===== config.mk =====
export PLATFORM = sky130hd
export DESIGN_NAME = psr_regbank
export DESIGN_NICKNAME = d
export VERILOG_FILES = /design/src/logic/psr_pkg.sv /design/src/logic/psr_regbank.sv
export SDC_FILE = /design/constraint.sdc
export NUM_CORES = 1
export LEC_CHECK = 0
export ABC_AREA = 1
export BUFFER_PORTS_ARGS = -buffer_cell sky130_fd_sc_hd__buf_2
export CAP_MARGIN = 20
export CELL_PAD_IN_SITES_DETAIL_PLACEMENT = 0
export CELL_PAD_IN_SITES_GLOBAL_PLACEMENT = 1
export CORE_UTILIZATION = 37
export DETAILED_ROUTE_END_ITERATION = 12
export PLACE_DENSITY = 0.74
export SYNTH_ARGS = -nofsm -noshare
export SYNTH_HDL_FRONTEND = slang
export SYNTH_SLANG_ARGS = --single-unit

===== constraint.sdc =====
create_clock -name clk -period 2.38 [get_ports clk]
set_clock_uncertainty 0.15 [all_clocks]
set_input_delay 0.238 -clock clk [delete_from_list [all_inputs] [get_ports clk]]
set_output_delay 0.238 -clock clk [all_outputs]
set_load 0.005 [all_outputs]

===== src/logic/psr_pkg.sv =====
/*
 * Holds the register map constants of the sensor register bank.
 * Assumes an 8-bit register pointer loaded by a serial front end.
 */
`default_nettype none
package psr_pkg;
    // ****************************************
    // Register offsets
    // ****************************************
    localparam logic [7:0] A_STATUS = 8'h00;
    localparam logic [7:0] A_P_HI = 8'h01;
    localparam logic [7:0] A_P_MID = 8'h02;
    localparam logic [7:0] A_P_LO = 8'h03;
    localparam logic [7:0] A_T_HI = 8'h04;
    localparam logic [7:0] A_T_LO = 8'h05;
    localparam logic [7:0] A_NEW = 8'h06;
    localparam logic [7:0] A_DP_HI = 8'h07;
    localparam logic [7:0] A_DP_MID = 8'h08;
    localparam logic [7:0] A_DP_LO = 8'h09;
    localparam logic [7:0] A_DT_HI = 8'h0A;
    localparam logic [7:0] A_DT_LO = 8'h0B;
    localparam logic [7:0] A_ID = 8'h0C;
    localparam logic [7:0] A_QSTAT = 8'h0D;
    localparam logic [7:0] A_QPORT = 8'h0E;
    localparam logic [7:0] A_QCFG = 8'h0F;
    localparam logic [7:0] A_ELAPSED = 8'h10;
    localparam logic [7:0] A_OPSTATE = 8'h11;
    localparam logic [7:0] A_IRQ = 8'h12;
    localparam logic [7:0] A_EVCFG = 8'h13;
    localparam logic [7:0] A_SEA_HI = 8'h14;
    localparam logic [7:0] A_SEA_LO = 8'h15;
    localparam logic [7:0] A_PG_HI = 8'h16;
    localparam logic [7:0] A_PG_LO = 8'h17;
    localparam logic [7:0] A_TG = 8'h18;
    localparam logic [7:0] A_PB_HI = 8'h19;
    localparam logic [7:0] A_PB_LO = 8'h1A;
    localparam logic [7:0] A_TB = 8'h1B;
    localparam logic [7:0] A_PMIN_HI = 8'h1C;
    localparam logic [7:0] A_PMIN_NEXT = 8'h1D;
    // ****************************************
    // Reset values and fields
    // ****************************************
    localparam logic [7:0] RST_ZERO = 8'h00;
    localparam logic [7:0] RST_SEA_HI = 8'hC5;
    localparam logic [7:0] RST_SEA_LO = 8'hE7;
    localparam int QMODE_LSB = 6;
    localparam logic [1:0] QMODE_OFF = 2'h0;
    localparam logic [1:0] QMODE_CIRC = 2'h1;
    localparam logic [1:0] QMODE_STOP = 2'h2;
    localparam int SEA_PA_PER_LSB = 2;
endpackage : psr_pkg
`default_nettype wire


===== src/logic/psr_regbank.sv =====
/*
 * Holds the byte-wide register bank with its auto-increment pointer.
 * Assumes a serial front end that delivers address and data bytes as
 * one-cycle strobes, and a measurement core that feeds sample values.
 */
`timescale 1ns/1ps
`default_nettype none
// Notes on behaviour
// - Address 00h shows sample status if queue off, queue status if on.
// - Live 20-bit pressure split over 01h, 02h and upper nibble of 03h.
// - Live 12-bit temperature at 04h and 05h, read-only, reset zero.
// - Burst reads step from 05h back to 00h.
// - Sample status at 06h, pointer steps on to 07h.
// - 20-bit pressure change at 07h through 09h.
// - 12-bit temperature change at 0Ah, 0Bh; pointer wraps 0Bh to 06h.
// - 0Ch returns fixed identity code, untouched by mode changes.
// - Queue status at 0Dh, read-only, resets to zero.
// - Queue data port 0Eh; pointer stays there during bursts.
// - With queue on, 01h aliases the queue data port.
// - Queue setup at 0Fh, writable, reset zero, kept on mode change.
// - Elapsed time at 10h read-only, cleared on standby to active.
// - Operating state at 11h read-only, cleared on standby to active.
// - Interrupt cause at 12h read-only, not cleared on mode change.
// - Data event setup at 13h writable, reset zero.
// - Sea level reference 14h/15h resets to C5h and E7h.
// - Pressure goal 16h/17h writable, reset zero.
// - Temperature goal 18h writable, reset zero.
// - Pressure band 19h/1Ah writable, reset zero.
// - Temperature band 1Bh writable, reset zero.
// - Lowest pressure top byte at 1Ch writable, kept on mode change.
// - Queue mode field: 00 off, 01 circular, 10 full stop.
// - Sea level reference counts two pascals per step.
// - Marked registers clear on standby to active, kept otherwise.
module psr_regbank #(
    parameter logic [7:0] PART_CODE = 8'h5A // Arbitrary identity value
) (
    input wire logic clk,
    input wire logic rst_n,
    input wire logic clk_en,
    input wire logic addr_load,
    input wire logic [7:0] addr_byte,
    input wire logic wr_stb,
    input wire logic [7:0] wr_data,
    input wire logic rd_stb,
    output logic [7:0] rd_data,
    output logic [7:0] reg_ptr,
    input wire logic active_mode,
    input wire logic sample_stb,
    input wire logic [19:0] pres_in,
    input wire logic [11:0] temp_in,
    input wire logic [19:0] pres_delta_in,
    input wire logic [11:0] temp_delta_in,
    input wire logic [7:0] sample_status_in,
    input wire logic [7:0] queue_status_in,
    input wire logic [7:0] queue_byte_in,
    input wire logic [7:0] elapsed_in,
    input wire logic [7:0] opstate_in,
    input wire logic [7:0] irq_cause_in,
    output logic queue_pop,
    output logic [1:0] queue_mode,
    output logic [7:0] queue_cfg,
    output logic [7:0] event_cfg,
    output logic [16:0] sea_level_pa,
    output logic [15:0] pres_goal,
    output logic [7:0] temp_goal,
    output logic [15:0] pres_band,
    output logic [7:0] temp_band
);
    // ****************************************
    // Storage
    // ****************************************
    logic [7:0] ptr_r, ptr_nxt;
    logic [7:0] rd_r, rd_nxt;
    logic [19:0] pres_r, pdel_r;
    logic [11:0] temp_r, tdel_r;
    logic [7:0] new_r, qstat_r, elapsed_r, opstate_r, irq_r;
    logic [7:0] qcfg_r, evcfg_r, sea_hi_r, sea_lo_r, pg_hi_r, pg_lo_r;
    logic [7:0] tg_r, pb_hi_r, pb_lo_r, tb_r, pmin_r;
    logic active_d_r;
    logic to_active;
    logic queue_on;
    logic [7:0] acc_addr;
    logic acc;
    logic wr_go;

    assign queue_on = (qcfg_r[psr_pkg::QMODE_LSB +: 2] != psr_pkg::QMODE_OFF);
    assign to_active = active_mode & ~active_d_r;
    assign acc = rd_stb | wr_stb;
    assign acc_addr = ptr_r;
    assign wr_go = clk_en & wr_stb;

    // Standby to active edge detector
    // Resets low so a part held in standby sees no false clear;
    // the clear lasts one enabled cycle, mirrors refill after it
    always_ff @(posedge clk or negedge rst_n) begin
        if (!rst_n) begin
            active_d_r <= 1'b0;
        end else if (clk_en) begin
            active_d_r <= active_mode;
        end
    end

    // ****************************************
    // Pointer successor
    // ****************************************
    function automatic logic [7:0] next_addr(input logic [7:0] a, input logic q_on);
        logic [7:0] n;
        n = a + 8'h01;
        if (a == psr_pkg::A_T_LO) begin
            n = psr_pkg::A_STATUS;
        end else if (a == psr_pkg::A_NEW) begin
            n = psr_pkg::A_DP_HI;
        end else if (a == psr_pkg::A_DT_LO) begin
            n = psr_pkg::A_NEW;
        end else if (a == psr_pkg::A_QPORT) begin
            n = psr_pkg::A_QPORT;
        end else if (a == psr_pkg::A_P_HI && q_on) begin
            n = psr_pkg::A_P_HI;
        end
        return n;
    endfunction : next_addr

    // Pointer load and advance
    always_comb begin
        ptr_nxt = ptr_r;
        if (addr_load) begin
            ptr_nxt = addr_byte;
        end else if (acc) begin
            ptr_nxt = next_addr(ptr_r, queue_on);
        end
    end

    always_ff @(posedge clk or negedge rst_n) begin
        if (!rst_n) begin
            ptr_r <= psr_pkg::RST_ZERO;
        end else if (clk_en) begin
            ptr_r <= ptr_nxt;
        end
    end

    // ****************************************
    // Sample-fed read-only registers
    // ****************************************
    // Live and delta values, cleared on entering active
    always_ff @(posedge clk or negedge rst_n) begin
        if (!rst_n) begin
            pres_r <= '0;
            temp_r <= '0;
            pdel_r <= '0;
            tdel_r <= '0;
        end else if (clk_en) begin
            if (to_active) begin
                pres_r <= '0;
                temp_r <= '0;
                pdel_r <= '0;
                tdel_r <= '0;
            end else if (sample_stb) begin
                pres_r <= pres_in;
                temp_r <= temp_in;
                pdel_r <= pres_delta_in;
                tdel_r <= temp_delta_in;
            end
        end
    end

    // Status mirrors, cleared on entering active
    always_ff @(posedge clk or negedge rst_n) begin
        if (!rst_n) begin
            new_r <= psr_pkg::RST_ZERO;
            qstat_r <= psr_pkg::RST_ZERO;
            elapsed_r <= psr_pkg::RST_ZERO;
            opstate_r <= psr_pkg::RST_ZERO;
        end else if (clk_en) begin
            if (to_active) begin
                new_r <= psr_pkg::RST_ZERO;
                qstat_r <= psr_pkg::RST_ZERO;
                elapsed_r <= psr_pkg::RST_ZERO;
                opstate_r <= psr_pkg::RST_ZERO;
            end else begin
                new_r <= sample_status_in;
                qstat_r <= queue_status_in;
                elapsed_r <= elapsed_in;
                opstate_r <= opstate_in;
            end
        end
    end

    // Interrupt cause is kept across mode changes
    always_ff @(posedge clk or negedge rst_n) begin
        if (!rst_n) begin
            irq_r <= psr_pkg::RST_ZERO;
        end else if (clk_en) begin
            irq_r <= irq_cause_in;
        end
    end

    // ****************************************
    // Writable registers
    // ****************************************
    // Each register takes only its own address; others drop the write
    // Setup is not locked in active mode, the host keeps that discipline

    // Queue setup, kept across mode changes
    always_ff @(posedge clk or negedge rst_n) begin
        if (!rst_n) begin
            qcfg_r <= psr_pkg::RST_ZERO;
        end else if (wr_go && acc_addr == psr_pkg::A_QCFG) begin
            qcfg_r <= wr_data;
        end
    end

    // Data event setup
    always_ff @(posedge clk or negedge rst_n) begin
        if (!rst_n) begin
            evcfg_r <= psr_pkg::RST_ZERO;
        end else if (wr_go && acc_addr == psr_pkg::A_EVCFG) begin
            evcfg_r <= wr_data;
        end
    end

    // Sea level reference, high byte
    always_ff @(posedge clk or negedge rst_n) begin
        if (!rst_n) begin
            sea_hi_r <= psr_pkg::RST_SEA_HI;
        end else if (wr_go && acc_addr == psr_pkg::A_SEA_HI) begin
            sea_hi_r <= wr_data;
        end
    end

    // Sea level reference, low byte
    always_ff @(posedge clk or negedge rst_n) begin
        if (!rst_n) begin
            sea_lo_r <= psr_pkg::RST_SEA_LO;
        end else if (wr_go && acc_addr == psr_pkg::A_SEA_LO) begin
            sea_lo_r <= wr_data;
        end
    end

    // Pressure goal, high byte
    always_ff @(posedge clk or negedge rst_n) begin
        if (!rst_n) begin
            pg_hi_r <= psr_pkg::RST_ZERO;
        end else if (wr_go && acc_addr == psr_pkg::A_PG_HI) begin
            pg_hi_r <= wr_data;
        end
    end

    // Pressure goal, low byte
    always_ff @(posedge clk or negedge rst_n) begin
        if (!rst_n) begin
            pg_lo_r <= psr_pkg::RST_ZERO;
        end else if (wr_go && acc_addr == psr_pkg::A_PG_LO) begin
            pg_lo_r <= wr_data;
        end
    end

    // Temperature goal
    always_ff @(posedge clk or negedge rst_n) begin
        if (!rst_n) begin
            tg_r <= psr_pkg::RST_ZERO;
        end else if (wr_go && acc_addr == psr_pkg::A_TG) begin
            tg_r <= wr_data;
        end
    end

    // Pressure band, high byte
    always_ff @(posedge clk or negedge rst_n) begin
        if (!rst_n) begin
            pb_hi_r <= psr_pkg::RST_ZERO;
        end else if (wr_go && acc_addr == psr_pkg::A_PB_HI) begin
            pb_hi_r <= wr_data;
        end
    end

    // Pressure band, low byte
    always_ff @(posedge clk or negedge rst_n) begin
        if (!rst_n) begin
            pb_lo_r <= psr_pkg::RST_ZERO;
        end else if (wr_go && acc_addr == psr_pkg::A_PB_LO) begin
            pb_lo_r <= wr_data;
        end
    end

    // Temperature band
    always_ff @(posedge clk or negedge rst_n) begin
        if (!rst_n) begin
            tb_r <= psr_pkg::RST_ZERO;
        end else if (wr_go && acc_addr == psr_pkg::A_TB) begin
            tb_r <= wr_data;
        end
    end

    // Lowest pressure top byte, plain store kept across mode changes
    always_ff @(posedge clk or negedge rst_n) begin
        if (!rst_n) begin
            pmin_r <= psr_pkg::RST_ZERO;
        end else if (wr_go && acc_addr == psr_pkg::A_PMIN_HI) begin
            pmin_r <= wr_data;
        end
    end

    // ****************************************
    // Read path
    // ****************************************
    // Read multiplexer with queue aliasing
    // Byte is registered so the serial side sees it steady a cycle later
    always_comb begin
        rd_nxt = rd_r;
        if (rd_stb) begin
            unique case (acc_addr)
                psr_pkg::A_STATUS: rd_nxt = queue_on ? qstat_r : new_r;
                psr_pkg::A_P_HI: rd_nxt = queue_on ? queue_byte_in : pres_r[19:12];
                psr_pkg::A_P_MID: rd_nxt = pres_r[11:4];
                psr_pkg::A_P_LO: rd_nxt = {pres_r[3:0], 4'h0};
                psr_pkg::A_T_HI: rd_nxt = temp_r[11:4];
                psr_pkg::A_T_LO: rd_nxt = {temp_r[3:0], 4'h0};
                psr_pkg::A_NEW: rd_nxt = new_r;
                psr_pkg::A_DP_HI: rd_nxt = pdel_r[19:12];
                psr_pkg::A_DP_MID: rd_nxt = pdel_r[11:4];
                psr_pkg::A_DP_LO: rd_nxt = {pdel_r[3:0], 4'h0};
                psr_pkg::A_DT_HI: rd_nxt = tdel_r[11:4];
                psr_pkg::A_DT_LO: rd_nxt = {tdel_r[3:0], 4'h0};
                psr_pkg::A_ID: rd_nxt = PART_CODE;
                psr_pkg::A_QSTAT: rd_nxt = qstat_r;
                psr_pkg::A_QPORT: rd_nxt = queue_byte_in;
                psr_pkg::A_QCFG: rd_nxt = qcfg_r;
                psr_pkg::A_ELAPSED: rd_nxt = elapsed_r;
                psr_pkg::A_OPSTATE: rd_nxt = opstate_r;
                psr_pkg::A_IRQ: rd_nxt = irq_r;
                psr_pkg::A_EVCFG: rd_nxt = evcfg_r;
                psr_pkg::A_SEA_HI: rd_nxt = sea_hi_r;
                psr_pkg::A_SEA_LO: rd_nxt = sea_lo_r;
                psr_pkg::A_PG_HI: rd_nxt = pg_hi_r;
                psr_pkg::A_PG_LO: rd_nxt = pg_lo_r;
                psr_pkg::A_TG: rd_nxt = tg_r;
                psr_pkg::A_PB_HI: rd_nxt = pb_hi_r;
                psr_pkg::A_PB_LO: rd_nxt = pb_lo_r;
                psr_pkg::A_TB: rd_nxt = tb_r;
                psr_pkg::A_PMIN_HI: rd_nxt = pmin_r;
                default: rd_nxt = psr_pkg::RST_ZERO;
            endcase
        end
    end

    always_ff @(posedge clk or negedge rst_n) begin
        if (!rst_n) begin
            rd_r <= psr_pkg::RST_ZERO;
        end else if (clk_en) begin
            rd_r <= rd_nxt;
        end
    end

    // Queue drain pulse on data port or its alias
    assign queue_pop = clk_en & rd_stb & ((acc_addr == psr_pkg::A_QPORT) |
                       (queue_on & (acc_addr == psr_pkg::A_P_HI)));

    // ****************************************
    // Outputs
    // ****************************************
    assign rd_data = rd_r;
    assign reg_ptr = ptr_r;
    assign queue_cfg = qcfg_r;
    assign queue_mode = qcfg_r[psr_pkg::QMODE_LSB +: 2];
    assign event_cfg = evcfg_r;
    // Reference scaled to pascals, two per step
    assign sea_level_pa = {sea_hi_r, sea_lo_r, 1'b0};
    assign pres_goal = {pg_hi_r, pg_lo_r};
    assign temp_goal = tg_r;
    assign pres_band = {pb_hi_r, pb_lo_r};
    assign temp_band = tb_r;
endmodule : psr_regbank
`default_nettype wire


==> results.py <==
metrics = {
    "routing": {
        "drt_wl_total_microns": 41100,
        "vias": 10800,
        "drc": 0,
        "vias_per_cell": 5.07,
        "post_drt_wl_per_cell_microns": 19.3,
        "ant_nets": 0,
        "m1WireLength_microns": 18000,
        "top_layer_used": "met4",
        "route.met3.wl_microns": 2930,
        "route.met2.wl_microns": 19000,
        "drt_iter0_drc": 1069,
        "dr.pass1.iters": 8,
    },
    "synth": {
        "synth_area_leader_cell": "dfrtp_1",
        "yosys-mux-area-fraction": 0,
        "avgSynthCellArea_sq_um": 7.57,
        "synth_top_area_share": 0.471,
        "synth_warnings": 0,
        "ys_top_cells_by_area": "dfrtp_1, nand2_1, nand3_1, o21ai_0, inv_1",
        "synth_compound_area_frac": 0.0958,
        "synth_nets": 1539,
        "synth_cells": 1399,
        "yosys.area_share.adder": 0.00473,
        "synth_xor_area_frac": 0.000828,
        "ys_seq_area_frac": 0.495,
        "synth_top_family_by_area": "simple AND/OR/NAND/NOR gates",
        "ys_ff_latch": 209,
        "syn_area_sq_um": 10600,
        "synthDistinctLibCells": 30,
        "synth-simple-area-share": 0.325,
    },
    "clock_tree": {
        "htreeDepth": 1,
        "cts_tree": "yes",
        "clock-sinks": 209,
        "clk_path_buf_depth": 3,
        "clk_pin_slew_ns": 0.07,
        "clk_latency_ns": 0.54,
        "numCtsBuffers": 23,
        "cts_root_buf": "clkbuf_16",
    },
    "sta": {
        "tns_ns": 0,
        "worst_pin_slew_ns": 0.685,
        "rsz0062_at_grt": "false",
        "drv_slew": 0,
        "hold_viol": 0,
        "fmax_ghz": 0.435,
        "period_share": 0.965,
        "slew_headroom": 0.543,
        "finalSetupViolCount": 0,
        "period_needed_ns": 2.30,
    },
    "worst_hold_path": {
        "hold_class": "input port to register",
        "min-delay-start": "addr_load",
    },
    "worst_setup_path": {
        "slowest_delay_ns": 0.45,
        "critPathCaptureType": "output pin",
        "criticalPathCategory": "register to output pin",
        "worstSetupStartpoint": "reg_ptr[1]",
        "critPathRequiredTime_ns": 1.99,
        "critPathArrivalTime_ns": 1.91,
        "path_max_fanout": 5,
        "start_kind": "register",
        "reg2reg_from": "reg_ptr[1]",
        "crit_chain": "inv_1, ha_2, nand2_1, nor2_4, nand2_2, a21oi_2, buf_2",
        "slowest_stage": "dfrtp_2",
    },
    "global_route": {
        "grt_pass1_wl_microns": 60700,
        "antenna_found_initial": 1,
        "grt_max_degree": 129,
        "grt_pass1_vias": 10200,
        "overflow": 0,
        "grt_usage": 0.279,
    },
    "final_layout": {
        "fin_nets": 1871,
        "fin_util": 0.513,
        "mostFrequentLayoutCell": "nand2_1",
        "nFillCells": 2780,
        "area_delta_synth_final_pct": 35.3,
        "final_cell_mix": "nand2_1, nand3_1, buf_2",
        "drive_gt1_frac": 0.217,
    },
    "run": {
        "max-cap-violations": 0,
    },
    "floorplanning": {
        "initial_core_util": 0.379,
        "core_area_sq_um": 27900,
        "fp-row-count": 61,
        "fp.dieH_microns": 171,
        "boundaryPins": 236,
        "die-area_sq_um": 29300,
        "die_x_microns": 171,
    },
    "place": {
        "portBuffers": 234,
        "gp_congestion": 0.960,
        "place_hpwl_microns": 29500,
    },
    "pwr": {
        "p_total_w": 0.00970,
        "power.leakage_nw": 7.42,
        "peakVddDrop_mv": 0.512,
        "power_density_nw_per_um2": 678,
    },
    "status": {
        "status": "finished clean",
    },
}
-- layout make-up --
class / count / area [sq um] / area share
antenna: 1 / 2.50 / 0.000175
sequential: 209 / 5250 / 0.366
timing repair buffer: 389 / 2760 / 0.193
inverter: 115 / 439 / 0.0307
clock buffer: 30 / 632 / 0.0441
multi-input combinational: 993 / 4590 / 0.320
clock inverter: 12 / 180 / 0.0126
tap: 378 / 473 / 0.0330
-- synthesized netlist by cell type (all sizes together) --
library cell,count
ha,4
nor2,93
clkinv,2
a22oi,6
dfrtp,199
nand3,254
buf,45
nand2,429
nor3,4
xor2,1
o21ai,178
conb,1
dfstp,10
o211ai,2
inv,113
clkbuf,37
a21oi,11
nand4,9
o31ai,1
-- metal layers --
metal,up-vias,track usage
met5,-,0
li1,5212,-
met4,0,0.0819
met1,5107,0.389
met3,57,0.0458
met2,415,0.444
-- path summary, 6_finish.rpt --
check	end	slack, ns	depth (start not counted)
max in group asynchronous	pdel_r[4]	1.28	3
max reg2reg	rd_data[4]	0.13	12
min reg2reg	rd_data[2]	0.32	2
max	queue_pop	0.08	7
min in group asynchronous	temp_band[3]	0.08	2
min	reg_ptr[4]	0.005	3
-- what timing repair did --
| item | 4_1_cts | 5_1_grt |
|---|---|---|
| setup endpoints to repair | 1 | 16 |
| pin swaps | 4 | 0 |
| hold buffers | 115 | 0 |
| gates resized for setup | 6 | 18 |
| setup buffers | 3 | 0 |
| hold endpoints to repair | 318 | 0 |
-- through the flow --
stage | setup WS [ns] | area (sq um) | hold WS (ns) | cells
after global routing | 0.00497 | 14300 | 0.0247 | 2126
after detailed placement | 0.0683 | 12300 | 0.0729 | 1966
after floorplan | 0.540 | 10600 | -0.208 | 1399
final | 0.0830 | 14300 | 0.00484 | 2127
after global placement | 0.0970 | 12300 | 0.0739 | 1966
after CTS | 0.000606 | 14300 | 0.00273 | 2126
-- cells by family (layout without fill, tap and decap cells) --
kind of cell             count (synthesis)  after routing
adder cells (fa/ha/maj)                  4              4
other                                    1              2
flip-flops                             209            209
AND/OR/NAND/NOR                        789            789
AO/OA/AOI/OAI                          198            198
buffers and inverters                  197            546
XOR/XNOR                                 1              1
-- critical path, delay by kind of cell (launching register included) --
kind	cells	cell delay, ns
adders and majority gates	1	0.23
and+or+nand+nor	3	0.32
buffers and inverters	2	0.26
AOI/OAI and AO/OA	1	0.13
DFF	1	0.45
-- where the power goes --
group / leakage, nW / internal, W / switching (W)
combinational: 4.31 / 0.000637 / 0.000938
clock: 0.396 / 0.00232 / 0.00157
sequential: 2.71 / 0.00391 / 0.000324
total: 7.42 / 0.00687 / 0.00284
-- flip-flops by register name (all words and copies together) (netlist names), 12 cells and up --
signal	count
pdel_r	20
pres_r	20
tdel_r	12
temp_r	12
Note: power is estimated with default switching activity, not from simulation.
